## src/core/almcr_defines.svh

```systemverilog
// Register offsets, field positions, reset values and timing figures of the alarm mask and control bank.
`ifndef ALMCR_DEFINES_SVH
`define ALMCR_DEFINES_SVH

`define ALMCR_ADDR_FAULT_FLAGS 8'h11
`define ALMCR_ADDR_INPUT_FLAGS 8'h12
`define ALMCR_ADDR_PLL_FLAGS 8'h13
`define ALMCR_ADDR_CALIB_FLAGS 8'h14
`define ALMCR_ADDR_FAULT_MASK 8'h17
`define ALMCR_ADDR_INPUT_MASK 8'h18
`define ALMCR_ADDR_LOCK_MASK 8'h19
`define ALMCR_ADDR_CALIB_MASK 8'h1a
`define ALMCR_ADDR_SOFT_RESET 8'h1c
`define ALMCR_ADDR_FREQ_STEP 8'h1d
`define ALMCR_ADDR_POWER_SYNC 8'h1e
`define ALMCR_ADDR_STEP_SELECT 8'h20
`define ALMCR_ADDR_SERIAL_MODE 8'h2b
`define ALMCR_ADDR_LOSS_ENABLE 8'h2c
`define ALMCR_ADDR_REQUAL_TIME 8'h2d
`define ALMCR_ADDR_TRIGGER0 8'h2e
`define ALMCR_ADDR_TRIGGER1 8'h30
`define ALMCR_ADDR_TRIGGER2 8'h32

`define ALMCR_RST_FAULT_MASK 8'h35
`define ALMCR_FAULT_USED 8'hef
`define ALMCR_BIT_CRYSTAL_LOSS 1
`define ALMCR_BIT_SOFT_ALL 0
`define ALMCR_BIT_STEP_UP 0
`define ALMCR_BIT_STEP_DOWN 1
`define ALMCR_BIT_LOW_POWER 0
`define ALMCR_BIT_HARD_RESET 1
`define ALMCR_BIT_DIV_SYNC 2
`define ALMCR_BIT_SINGLE_STEP 0
`define ALMCR_BIT_STEP_SOURCE 1
`define ALMCR_BIT_THREE_WIRE 3
`define ALMCR_BIT_CRYSTAL_DIS 4
`define ALMCR_STEP_CODE_RSVD 2'h1

`define ALMCR_CLK_PERIOD_PS 8000
`define ALMCR_TICK_TIME_PS 1000000000
`define ALMCR_REQUAL_T0_MS 10'h002
`define ALMCR_REQUAL_T1_MS 10'h064
`define ALMCR_REQUAL_T2_MS 10'h0c8
`define ALMCR_REQUAL_T3_MS 10'h3e8

`endif

```

## src/core/almcr_pkg.sv

```systemverilog
// Types shared by the alarm mask and control bank.
package almcr_pkg;

    // One register access from the serial port decoder.
    typedef struct packed {
        logic wr;
        logic rd;
        logic [7:0] addr;
        logic [7:0] wdata;
    } almcr_reg_req_t;

    // Live alarm conditions from the detectors and PLLs.
    typedef struct packed {
        logic [7:0] fault;
        logic [3:0] missing;
        logic [3:0] offfreq;
        logic [3:0] unlocked;
        logic [3:0] holdover;
        logic [3:0] calib;
    } almcr_alarm_in_t;

    // Per-PLL step and reset pulses, plus whole-device soft reset and divider sync.
    typedef struct packed {
        logic soft_all;
        logic [3:0] pll_soft;
        logic [3:0] step_up;
        logic [3:0] step_down;
        logic div_sync;
    } almcr_pulse_t;

endpackage : almcr_pkg

```

## src/core/almcr_regs.sv

```systemverilog
// Alarm mask, sticky flag, soft reset, frequency step and signal loss control registers.
//
// Overview of operation
// - Fault mask bits 1, 2, 5 block crystal loss, reference loss, bus timeout interrupts.
// - Input mask: bits 3:0 block signal loss, bits 7:4 off-frequency, per input.
// - Lock mask: bits 3:0 block unlock, bits 7:4 holdover, PLL A to D.
// - Calibration mask bits 7:4 block each PLL's calibration busy flag.
// - Writing one to soft reset bit 0 restarts and recalibrates the whole device.
// - Soft reset bits 1 to 4 restart only PLL A to D.
// - Soft resets, step strobes and divider sync clear themselves after acting.
// - Rising edge of step bit 0 steps up, bit 1 steps down.
// - Power bit 0 requests low power, bit 1 requests hard reset with reload.
// - Writing one to sync bit 2 aligns all output dividers.
// - Single step enable zero ignores select pins and select field.
// - Step source bit picks pins at zero, register field at one.
// - Select field 3:2 chooses PLL: 0 A, 2 C, 3 D, 1 reserved.
// - Output enable bit is active high, gated by the all-outputs control.
// - Serial mode bit 3 selects four-wire at zero, three-wire at one.
// - Signal loss detection for input n runs only while enable bit n is one.
// - Enable register bit 4 set disables crystal loss detection; default zero.
// - Returned clock must stay valid 2, 100, 200 or 1000 ms before alarm clears.
// - Three 16-bit loss trigger thresholds, each held in two byte registers.
// - Alarm flags are sticky and cleared by writing zero to the bit.
`timescale 1ns/10ps
`default_nettype none
`include "almcr_defines.svh"

module almcr_regs #(
    parameter int TICK_CYCLES = `ALMCR_TICK_TIME_PS / `ALMCR_CLK_PERIOD_PS
) (
    input wire logic clock,
    input wire logic rst_b,
    input wire almcr_pkg::almcr_reg_req_t reg_req,
    output logic [7:0] reg_rdata,
    output logic reg_rvalid,
    input wire almcr_pkg::almcr_alarm_in_t alarm_in,
    input wire logic [1:0] pll_select_pins,
    input wire logic output_enable_zero,
    input wire logic all_outputs_gate,
    output logic irq,
    output almcr_pkg::almcr_pulse_t pulses,
    output logic low_power_request,
    output logic hard_reset_request,
    output logic three_wire_select,
    output logic outputs_driven,
    output logic [3:0] input_loss_alarm,
    output logic [3:0] input_loss_detect_enable,
    output logic crystal_loss_detect_disable,
    output logic [47:0] loss_trigger_threshold
);

    // Parameter check at elaboration.
    if (TICK_CYCLES < 1 || TICK_CYCLES > 16777215) begin : g_bad_tick
        $error("TICK_CYCLES out of range");
    end

    // One-hot target for a two-bit PLL code.
    function automatic logic [3:0] pll_onehot(input logic [1:0] code);
        logic [3:0] hot;
        hot = 4'h0;
        hot[code] = 1'b1;
        return hot;
    endfunction : pll_onehot

    // Write strobe for one address.
    function automatic logic wr_hit(input almcr_pkg::almcr_reg_req_t req, input logic [7:0] addr);
        return req.wr && (req.addr == addr);
    endfunction : wr_hit

    logic [7:0] fault_flags, next_fault_flags;
    logic [7:0] input_flags, next_input_flags;
    logic [7:0] pll_flags, next_pll_flags;
    logic [3:0] calib_flags, next_calib_flags;
    logic [7:0] fault_interrupt_mask, next_fault_interrupt_mask;
    logic [7:0] input_alarm_mask, next_input_alarm_mask;
    logic [7:0] lock_holdover_mask, next_lock_holdover_mask;
    logic [3:0] calib_busy_irq_mask, next_calib_busy_irq_mask;
    logic [1:0] power_bits, next_power_bits;
    logic [3:0] step_target_select, next_step_target_select;
    logic three_wire, next_three_wire;
    logic [4:0] signal_loss_enable, next_signal_loss_enable;
    logic [7:0] signal_loss_requal_time, next_signal_loss_requal_time;
    logic [47:0] trigger, next_trigger;
    logic [7:0] rdata, next_rdata;
    logic irq_q, next_irq;
    logic outputs_q, next_outputs;
    almcr_pkg::almcr_pulse_t pulse_q, next_pulse;
    logic [23:0] tick_cnt, next_tick_cnt;
    logic tick, next_tick;
    logic [3:0] alarm_q, next_alarm;
    logic [39:0] requal_cnt, next_requal_cnt;
    logic [3:0] step_target;
    logic step_allowed;
    logic [7:0] fault_cond;
    logic pending_any;

    // Steering of frequency steps to one PLL or to all of them.
    always_comb begin
        step_target = 4'hf;
        step_allowed = 1'b1;
        if (step_target_select[`ALMCR_BIT_SINGLE_STEP]) begin
            if (step_target_select[`ALMCR_BIT_STEP_SOURCE]) begin
                step_target = pll_onehot(step_target_select[3:2]);
                step_allowed = step_target_select[3:2] != `ALMCR_STEP_CODE_RSVD;
            end else begin
                step_target = pll_onehot(pll_select_pins);
            end
        end
    end

    // Conditions that set the fault flags; crystal loss obeys its disable.
    always_comb begin
        fault_cond = alarm_in.fault & `ALMCR_FAULT_USED;
        if (signal_loss_enable[`ALMCR_BIT_CRYSTAL_DIS]) begin
            fault_cond[`ALMCR_BIT_CRYSTAL_LOSS] = 1'b0;
        end
    end

    // Register writes, sticky flags, self-clearing pulses and read data.
    always_comb begin
        next_fault_interrupt_mask = fault_interrupt_mask;
        next_input_alarm_mask = input_alarm_mask;
        next_lock_holdover_mask = lock_holdover_mask;
        next_calib_busy_irq_mask = calib_busy_irq_mask;
        next_power_bits = power_bits;
        next_step_target_select = step_target_select;
        next_three_wire = three_wire;
        next_signal_loss_enable = signal_loss_enable;
        next_signal_loss_requal_time = signal_loss_requal_time;
        next_trigger = trigger;
        next_pulse = '0;
        // A flag set in the same cycle as its clear write stays set.
        next_fault_flags = fault_cond | (fault_flags &
            ~({8{wr_hit(reg_req, `ALMCR_ADDR_FAULT_FLAGS)}} & ~reg_req.wdata));
        next_input_flags = {alarm_in.offfreq, alarm_q} | (input_flags &
            ~({8{wr_hit(reg_req, `ALMCR_ADDR_INPUT_FLAGS)}} & ~reg_req.wdata));
        next_pll_flags = {alarm_in.holdover, alarm_in.unlocked} | (pll_flags &
            ~({8{wr_hit(reg_req, `ALMCR_ADDR_PLL_FLAGS)}} & ~reg_req.wdata));
        next_calib_flags = alarm_in.calib | (calib_flags &
            ~({4{wr_hit(reg_req, `ALMCR_ADDR_CALIB_FLAGS)}} & ~reg_req.wdata[7:4]));
        if (reg_req.wr) begin
            case (reg_req.addr)
                `ALMCR_ADDR_FAULT_MASK: next_fault_interrupt_mask = reg_req.wdata;
                `ALMCR_ADDR_INPUT_MASK: next_input_alarm_mask = reg_req.wdata;
                `ALMCR_ADDR_LOCK_MASK: next_lock_holdover_mask = reg_req.wdata;
                `ALMCR_ADDR_CALIB_MASK: next_calib_busy_irq_mask = reg_req.wdata[7:4];
                `ALMCR_ADDR_SOFT_RESET: begin
                    next_pulse.soft_all = reg_req.wdata[`ALMCR_BIT_SOFT_ALL];
                    next_pulse.pll_soft = reg_req.wdata[4:1];
                end
                `ALMCR_ADDR_FREQ_STEP: begin
                    // Each written one is a rising edge, since the bit reads back as zero.
                    next_pulse.step_up = step_target & {4{step_allowed && reg_req.wdata[`ALMCR_BIT_STEP_UP]}};
                    next_pulse.step_down = step_target & {4{step_allowed && reg_req.wdata[`ALMCR_BIT_STEP_DOWN]}};
                end
                `ALMCR_ADDR_POWER_SYNC: begin
                    next_power_bits = reg_req.wdata[1:0];
                    next_pulse.div_sync = reg_req.wdata[`ALMCR_BIT_DIV_SYNC];
                end
                `ALMCR_ADDR_STEP_SELECT: next_step_target_select = reg_req.wdata[3:0];
                `ALMCR_ADDR_SERIAL_MODE: next_three_wire = reg_req.wdata[`ALMCR_BIT_THREE_WIRE];
                `ALMCR_ADDR_LOSS_ENABLE: next_signal_loss_enable = reg_req.wdata[4:0];
                `ALMCR_ADDR_REQUAL_TIME: next_signal_loss_requal_time = reg_req.wdata;
                default: begin
                    // Trigger thresholds: low byte first, high byte at the next address.
                    for (int i = 0; i < 6; i++) begin
                        if (reg_req.addr == `ALMCR_ADDR_TRIGGER0 + 8'(i)) begin
                            next_trigger[i*8 +: 8] = reg_req.wdata;
                        end
                    end
                end
            endcase
        end
        next_rdata = 8'h00;
        if (reg_req.rd) begin
            case (reg_req.addr)
                `ALMCR_ADDR_FAULT_FLAGS: next_rdata = fault_flags;
                `ALMCR_ADDR_INPUT_FLAGS: next_rdata = input_flags;
                `ALMCR_ADDR_PLL_FLAGS: next_rdata = pll_flags;
                `ALMCR_ADDR_CALIB_FLAGS: next_rdata = {calib_flags, 4'h0};
                `ALMCR_ADDR_FAULT_MASK: next_rdata = fault_interrupt_mask;
                `ALMCR_ADDR_INPUT_MASK: next_rdata = input_alarm_mask;
                `ALMCR_ADDR_LOCK_MASK: next_rdata = lock_holdover_mask;
                `ALMCR_ADDR_CALIB_MASK: next_rdata = {calib_busy_irq_mask, 4'h0};
                `ALMCR_ADDR_POWER_SYNC: next_rdata = {6'h00, power_bits};
                `ALMCR_ADDR_STEP_SELECT: next_rdata = {4'h0, step_target_select};
                `ALMCR_ADDR_SERIAL_MODE: next_rdata = {4'h0, three_wire, 3'h0};
                `ALMCR_ADDR_LOSS_ENABLE: next_rdata = {3'h0, signal_loss_enable};
                `ALMCR_ADDR_REQUAL_TIME: next_rdata = signal_loss_requal_time;
                default: begin
                    for (int i = 0; i < 6; i++) begin
                        if (reg_req.addr == `ALMCR_ADDR_TRIGGER0 + 8'(i)) begin
                            next_rdata = trigger[i*8 +: 8];
                        end
                    end
                end
            endcase
        end
    end

    // Interrupt from any unmasked sticky flag, and the gated output enable.
    always_comb begin
        pending_any = |(fault_flags & ~fault_interrupt_mask)
            | |(input_flags & ~input_alarm_mask)
            | |(pll_flags & ~lock_holdover_mask)
            | |(calib_flags & ~calib_busy_irq_mask);
        next_irq = pending_any;
        next_outputs = all_outputs_gate && output_enable_zero;
    end

    // Millisecond tick divider for the requalification timers.
    always_comb begin
        next_tick = 1'b0;
        next_tick_cnt = tick_cnt + 24'h000001;
        if (tick_cnt == 24'(TICK_CYCLES - 1)) begin
            next_tick_cnt = 24'h000000;
            next_tick = 1'b1;
        end
    end

    // Per-input loss alarm with requalification before it clears.
    for (genvar n = 0; n < 4; n++) begin : g_requal
        logic [9:0] limit;
        always_comb begin
            case (signal_loss_requal_time[2*n +: 2])
                2'h0: limit = `ALMCR_REQUAL_T0_MS;
                2'h1: limit = `ALMCR_REQUAL_T1_MS;
                2'h2: limit = `ALMCR_REQUAL_T2_MS;
                default: limit = `ALMCR_REQUAL_T3_MS;
            endcase
            next_alarm[n] = alarm_q[n];
            next_requal_cnt[n*10 +: 10] = requal_cnt[n*10 +: 10];
            if (!signal_loss_enable[n]) begin
                next_alarm[n] = 1'b0;
                next_requal_cnt[n*10 +: 10] = 10'h000;
            end else if (alarm_in.missing[n]) begin
                next_alarm[n] = 1'b1;
                next_requal_cnt[n*10 +: 10] = 10'h000;
            end else if (alarm_q[n] && tick) begin
                // The count starts over whenever the clock goes missing again.
                if (requal_cnt[n*10 +: 10] + 10'h001 >= limit) begin
                    next_alarm[n] = 1'b0;
                    next_requal_cnt[n*10 +: 10] = 10'h000;
                end else begin
                    next_requal_cnt[n*10 +: 10] = requal_cnt[n*10 +: 10] + 10'h001;
                end
            end
        end
    end

    // State registers.
    always_ff @(posedge clock or negedge rst_b) begin
        if (!rst_b) begin
            fault_flags <= 8'h00;
            input_flags <= 8'h00;
            pll_flags <= 8'h00;
            calib_flags <= 4'h0;
            fault_interrupt_mask <= `ALMCR_RST_FAULT_MASK;
            input_alarm_mask <= 8'h00;
            lock_holdover_mask <= 8'h00;
            calib_busy_irq_mask <= 4'h0;
            power_bits <= 2'h0;
            step_target_select <= 4'h0;
            three_wire <= 1'b0;
            signal_loss_enable <= 5'h00;
            signal_loss_requal_time <= 8'h00;
            trigger <= 48'h000000000000;
            rdata <= 8'h00;
            reg_rvalid <= 1'b0;
            irq_q <= 1'b0;
            outputs_q <= 1'b0;
            pulse_q <= '0;
            tick_cnt <= 24'h000000;
            tick <= 1'b0;
            alarm_q <= 4'h0;
            requal_cnt <= 40'h0000000000;
        end else begin
            fault_flags <= next_fault_flags;
            input_flags <= next_input_flags;
            pll_flags <= next_pll_flags;
            calib_flags <= next_calib_flags;
            fault_interrupt_mask <= next_fault_interrupt_mask;
            input_alarm_mask <= next_input_alarm_mask;
            lock_holdover_mask <= next_lock_holdover_mask;
            calib_busy_irq_mask <= next_calib_busy_irq_mask;
            power_bits <= next_power_bits;
            step_target_select <= next_step_target_select;
            three_wire <= next_three_wire;
            signal_loss_enable <= next_signal_loss_enable;
            signal_loss_requal_time <= next_signal_loss_requal_time;
            trigger <= next_trigger;
            rdata <= next_rdata;
            reg_rvalid <= reg_req.rd;
            irq_q <= next_irq;
            outputs_q <= next_outputs;
            pulse_q <= next_pulse;
            tick_cnt <= next_tick_cnt;
            tick <= next_tick;
            alarm_q <= next_alarm;
            requal_cnt <= next_requal_cnt;
        end
    end

    // Outputs, each taken straight from a flip-flop.
    assign reg_rdata = rdata;
    assign irq = irq_q;
    assign pulses = pulse_q;
    assign low_power_request = power_bits[`ALMCR_BIT_LOW_POWER];
    assign hard_reset_request = power_bits[`ALMCR_BIT_HARD_RESET];
    assign three_wire_select = three_wire;
    assign outputs_driven = outputs_q;
    assign input_loss_alarm = alarm_q;
    assign input_loss_detect_enable = signal_loss_enable[3:0];
    assign crystal_loss_detect_disable = signal_loss_enable[`ALMCR_BIT_CRYSTAL_DIS];
    assign loss_trigger_threshold = trigger;
endmodule : almcr_regs

`default_nettype wire

```

## config.mk

```make
export PLATFORM = sky130hd
export DESIGN_NAME = almcr_regs
export DESIGN_NICKNAME = d
export VERILOG_FILES = /design/src/core/almcr_pkg.sv /design/src/core/almcr_regs.sv
export VERILOG_INCLUDE_DIRS = /design/src /design/src/core
export SDC_FILE = /design/constraint.sdc
export NUM_CORES = 1
export LEC_CHECK = 0
export ABC_AREA = 1
export BUFFER_PORTS_ARGS = -buffer_cell sky130_fd_sc_hd__clkbuf_2
export CELL_PAD_IN_SITES_DETAIL_PLACEMENT = 1
export CELL_PAD_IN_SITES_GLOBAL_PLACEMENT = 1
export CORE_UTILIZATION = 39
export CTS_CLUSTER_SIZE = 28
export DETAILED_ROUTE_END_ITERATION = 10
export PLACE_DENSITY = 0.8
export SLEW_MARGIN = 15
export SYNTH_ARGS = -nofsm -noshare
export SYNTH_HDL_FRONTEND = slang
export SYNTH_SLANG_ARGS = --single-unit
```

## constraint.sdc

```tcl
create_clock -name clock -period 2.35 [get_ports clock]
set_input_delay 0.3525 -clock clock [delete_from_list [all_inputs] [get_ports clock]]
set_output_delay 0.3525 -clock clock [all_outputs]
set_load 0.03 [all_outputs]
```

# Word-level counts from Yosys, hierarchy flattened

Cells that the tools add are included.

Magnitude comparators: 8
Muxes and demuxes: 59
Reductions and logical operators: 41
Add/subtract/negate cells: 5
Bitwise gates (word level): 32
Equal/unequal tests: 39

Operator list:

| operator                                                          | count |
|---|---|
| 10-bit two-way mux                                                | 16 |
| 10-bit one-hot mux with 3 select lines                            | 4 |
| 8-bit one-hot mux with 13 select lines                            | 1 |
| 8-bit by 5-bit == test with 1-bit output, second input constant   | 11 |
| 8-bit by 6-bit == test with 1-bit output, second input constant   | 10 |
| 8-bit AND                                                         | 9 |
| 8-bit two-way mux                                                 | 8 |
| 8-bit inverter                                                    | 7 |
| 10-bit by 1-bit adder with 10-bit output, second input constant   | 4 |
| 10-bit greater-or-equal comparator                                | 4 |
| 2-bit AND reduction                                               | 13 |
| 24-bit by 1-bit adder with 24-bit output, second input constant   | 1 |
| 24-bit by 17-bit == test with 1-bit output, second input constant | 1 |
| 24-bit two-way mux                                                | 1 |
| 3-bit by 2-bit != test with 1-bit output, second input constant   | 8 |
| 8-bit OR                                                          | 3 |
| 8-bit OR reduction                                                | 3 |
| 1-bit two-way mux                                                 | 23 |
| 4-bit AND                                                         | 5 |
| 3-bit AND reduction                                               | 6 |
| 14-bit two-way mux                                                | 1 |
| 1-bit logical AND                                                 | 13 |
| 4-bit inverter                                                    | 3 |
| 11-bit OR reduction                                               | 1 |
| other kinds (13)                                                  | 28 |

Output and inout port bits: 85
Input bits: 52
Register bits after elaboration: 218

# Depth between registers and ports, before layout

Depth after elaboration: 9
Gate-level depth with buffers: 16

# Least setup slack after synthesis

OpenSTA, ideal clock, no wires.

Path type: reg2reg
From: register requal_cnt[10]
To: register requal_cnt[19]
Required time: 2234 ps
Stages on the path, launching flop included: 15
Buffers on the path: 0
Arrival: 2233 ps
Period minus slack after synthesis: 2350 ps
Slack: 0 ps
Path through: dfrtp_1 -> ha_1 -> nand4_1 -> nor3_1 -> nand2_1 -> xor2_1 -> inv_1 -> ha_1 -> nand2_1 -> nor2_1 -> nand4_1 -> nand4_1 -> inv_1 -> nand2_1 -> nand2_1

Cells in the longest elaborated chain, start to end: 6

Ends and longest elaborated chain:

| element                                    | line                                 | RTL |
|---|---|---|
| from (decl)                                | almcr_regs.sv:91                     | `logic [39:0] requal_cnt, next_requal_cnt;` |
| from (signal assigned)                     | almcr_regs.sv:300                    | `requal_cnt <= next_requal_cnt;` |
| 10-bit by 1-bit adder with 10-bit output * | almcr_regs.sv:241, almcr_regs.sv:245 |  |
| 10-bit greater-or-equal comparator         | almcr_regs.sv:241                    | `if (requal_cnt[n*10 +: 10] + 10'h001 >= limit) begin` |
| 10-bit two-way mux *                       | almcr_regs.sv:241                    |  |
| 10-bit two-way mux *                       | almcr_regs.sv:239                    | `end else if (alarm_q[n] && tick) begin` |
| 10-bit two-way mux *                       | almcr_regs.sv:236                    | `end else if (alarm_in.missing[n]) begin` |
| 10-bit two-way mux *                       | almcr_regs.sv:233                    | `if (!signal_loss_enable[n]) begin` |

Every way passes the cells marked *; elsewhere a longest branch is shown, timed or not. The select of a mux whose other input is x is not followed.
A chain may end at the register's enable or synchronous reset.

# Final worst setup path

From: register requal_cnt[22]
To: register alarm_q[2], in the netlist input_loss_alarm[2]

Cells in the longest elaborated chain, start to end: 4

Ends and longest elaborated chain:

| element                                                   | line              | RTL |
|---|---|---|
| 10-bit by 1-bit adder with 10-bit output                  | almcr_regs.sv:241 |  |
| 10-bit greater-or-equal comparator                        | almcr_regs.sv:241 |  |
| 3-bit by 2-bit != test with 1-bit output (no source line) | n/a               |  |
| 2-bit AND reduction (no source line)                      | n/a               |  |
| to (signal assigned)                                      | almcr_regs.sv:299 | `alarm_q <= next_alarm;` |
| to (decl)                                                 | almcr_regs.sv:90  | `logic [3:0] alarm_q, next_alarm;` |

Every way passes these cells.

==> results.toml <==
[setup_path]
worst_setup_ep_type = "flop"
timing.critical_path.slowest_stage_cell = "dfrtp_1"
critical_path.most_common_cell = "nand4_1"
worstPathBufferInverterCount = 4
path_cells = "inv_2 > nor3_2 > buf_4 > nand4_1 > xor2_1 > inv_1 > ha_4 > nand2_4 > nor2_4 > nand4_1 > nand4_1 > buf_6 > nand2_2 > nand2_1 > nand2_1"
worst-endpoint-required_ns = 2.78
crit-reg2reg-launch = "requal_cnt[22]"
critical_path.startpoint_type = "flop"
critical_path.max_stage_delay_ns = 0.40
critPathMaxFanout = 5
cp-startpoint = "requal_cnt[22]"
critPathTopFamily = "simple AND/OR/NAND/NOR gates"
cp_data_arrival_time_ns = 3.00
critical_path_class = "reg -> reg"

[worst_hold_path]
hold_path_startpoint = "alarm_in[14]"
min_path_type = "in -> reg"

[route]
avgRoutedWirePerCell_um = 19.4
antenna_violating_nets_post_route = 0
routed_wirelength_mm = 41.3
drt_first_pass_iters = 5
drt_first_iter_violations = 707
post_drt_via_cell_ratio = 5.36
drc_viols = 0
dr_total_vias = 11400

[global_routing]
overflow = 0
grt_use_total_pct = 26.6
grt_first_pass_wirelength_mm = 64.5
first_global_vias = 12000
number_of_antenna_violations_at_the_first_check_in_global_routing = 0
largest_net_degree_at_the_start_of_global_routing = 79

[floorplanning]
core-area_sq_mm = 0.0290
die_height_um = 175
die-width_um = 175
floorplan_die_area_sq_mm = 0.0305
row_count = 62
num_io_pins = 137
initial_core_util_pct = 40.0

[synth]
synthXorXnorAreaFrac_pct = 3.09
synth_compound_gate_area_share_pct = 12.5
yosys-mux-area-fraction_pct = 0
synth-warning-count = 0
ys_types = 39
post_synth_inst_count = 1472
synth_top_cell_by_area = "dfrtp_1"
combinational_family_with_the_most_area_after_synthesis = "simple AND/OR/NAND/NOR gates"
synthAdderAreaFrac_pct = 3.99
synthesis.area_sq_mm = 0.0116
synth.yosys.seq_area_share_pct = 47.0
yosys.area.top_type_share_pct = 46.1
synth.top_cells.by_area = "dfrtp_1 (46%), nand2_1 (12%), inv_1 (6.7%)"
postSynthRegisterBits = 218
synth.avg_cell_area_sq_um = 7.89
synth_simple_gate_area_share_pct = 25.3
synth_nets = 1561

[sta]
finalCriticalPeriod_ns = 2.57
rsz0062_at_grt = "yes"
highest_clock_rate_ghz = 0.389
worst-slew-pin-transition_ns = 0.781
final_period_utilization_pct = 109
clock_skew_ns = 0.0134
report.final.hold_viol_count = 0
timing_max_transition_violations_final = 0
setup-violations-final = 44
max-slew-margin-rel_pct = 47.8
setup_ws_ns = -0.221

[clocking]
cts.path.max_buffers = 3
cts.root.buffer_cell = "clkbuf_16"
clock_insertion_delay_worst_skew_ns = 0.55
cts_tree = "yes"
cts_sinks = 218
h-tree-depth = 1
clk_pin_slew_ns = 0.06
number_of_buffers_created_by_cts = 27

[pwr]
total_power_uw = 8790
p_leak_uw = 0.00757
irDropWorstVdd_mv = 0.435
p_per_area_mw_per_mm2 = 580

[placement]
gpl.final_weighted_congestion = 0.914
post_detailed_placement_half_perimeter_wirelength_mm = 28.5
pre_cts_slack_ns = -0.209
port_buffers = 135
post-place-cells = 2025

[cells_and_area]
layoutNonFillerInstCount = 2122
nFillCells = 3529
layout-drive-gt1-share_pct = 25.9
regArea_sq_mm = 0.00546
finalNetCount = 1808
num_antenna_cells = 0
multi_input_area_sq_mm = 0.00594
synthToLayoutAreaGrowth_pct = 30.4

[run_status]
status = "finished with violations"
failed_checks = "negative setup slack"

[run]
drv_cap = 0
==> layout make-up <==
cell class / instances / area share (%)
Tap cell: 384 / 3.17
Multi-Input combinational cell: 1012 / 39.2
Clock buffer: 36 / 4.88
Inverter: 214 / 5.32
Clock inverter: 12 / 0.686
Timing Repair Buffer: 246 / 10.7
Sequential cell: 218 / 36.0
==> logic make-up after synthesis <==
group / count (synthesis)
adder cells (fa/ha/maj): 37
XOR/XNOR: 41
flip-flops: 218
AND/OR/NAND/NOR: 676
buffers and inverters: 242
AO/OA/AOI/OAI: 258
==> layer usage <==
metal  global-route usage [%]  routed length (um)
met1                     34.0               17300
met2                     45.4               20400
met3                     4.68                2160
met4                     8.88                1420
met5                        0                   0
==> through the flow <==
stage | setup TNS, ns | hold WS, ns | utilization [%] | instance area, sq um
floorplan | 0 | 0.0569 | - | 11600
global route | -11.71 | 0.00677 | 52.2 | 15100
finish | -5.65 | 0.00672 | 52.2 | 15100
global placement | -0.571 | 0.397 | 45.3 | 13100
detailed placement | -4.37 | 0.401 | 45.3 | 13100
CTS | -2.31 | 0.00161 | 50.1 | 14500
==> placed cells by master (no fill, tap or decap), drive strengths merged, types with 35 or more instances in the layout <==
| cell type | n |
|---|---|
| nand2 | 383 |
| inv | 215 |
| dfrtp | 214 |
| clkbuf | 170 |
| o21ai | 145 |
| nor2 | 138 |
| buf | 103 |
| nand3 | 76 |
| o22ai | 38 |
| ha | 37 |
| a21oi | 35 |
==> state kept, by name, summed over array words and instances, names as in the netlist, 4 cells and up <==
signal                   cells
loss_trigger_threshold      48
requal_cnt                  40
tick_cnt                    24
pulses                      14
fault_flags                  8
fault_interrupt_mask         8
input_alarm_mask             8
input_flags                  8
lock_holdover_mask           8
pll_flags                    8
reg_rdata                    8
signal_loss_requal_time      8
signal_loss_enable           5
calib_busy_irq_mask          4
calib_flags                  4
input_loss_alarm             4
step_target_select           4
==> path summary, 6_finish.rpt <==
kind,to,slack [ns],cells after the start
max in group asynchronous,fault_interrupt_mask[0],1.17,3
min,input_flags[6],0.007,2
max,input_loss_alarm[2],-0.22,15
max reg2reg,input_loss_alarm[2],-0.22,15
min reg2reg,fault_interrupt_mask[1],0.49,2
min in group asynchronous,requal_cnt[2],0.38,2
==> worst register-to-register path, cell delays in order, from the launching register on <==
cell,delay [ns]
dfrtp_1,0.40
inv_2,0.07
nor3_2,0.19
buf_4,0.15
nand4_1,0.13
xor2_1,0.22
inv_1,0.11
ha_4,0.30
nand2_4,0.06
nor2_4,0.10
nand4_1,0.14
nand4_1,0.22
buf_6,0.17
nand2_2,0.05
nand2_1,0.08
nand2_1,0.06
==> report_power, final <==
part	internal (uW)	switching, uW
combinational	243	587
clock	2320	1670
sequential	3860	103
total	6430	2360
==> Yosys cell counts <==
cell,n
a211oi_1,1
a211oi_4,1
a21boi_0,4
a21o_1,4
a21oi_1,35
a311oi_1,4
and3_1,1
buf_2,5
buf_6,2
clkbuf_1,20
clkbuf_2,1
dfrtp_1,214
dfstp_2,4
ha_1,37
inv_1,207
inv_2,7
nand2_1,379
nand2_2,3
nand2_8,1
nand3_1,73
nand3_2,2
nand3_4,1
nand3b_1,2
nand4_1,28
nor2_1,121
nor2_2,9
nor2_4,8
nor3_1,23
nor3_2,2
nor3b_1,2
nor4_1,10
o211ai_1,10
o21ai_0,128
o21ai_1,17
o21bai_1,16
o22ai_1,38
or2_2,11
xnor2_1,10
xor2_1,31
==> repair_timing <==
action | 4_1_cts | 5_1_grt
cloned | 3 | 0
hold endpoints to repair | 78 | 0
resized for setup | 88 | 101
hold buffers | 9 | 0
setup endpoints to repair | 44 | 44
pin swaps | 48 | 51
buffers inserted | 18 | 23
No activity file was read; power rests on OpenSTA's default activity.
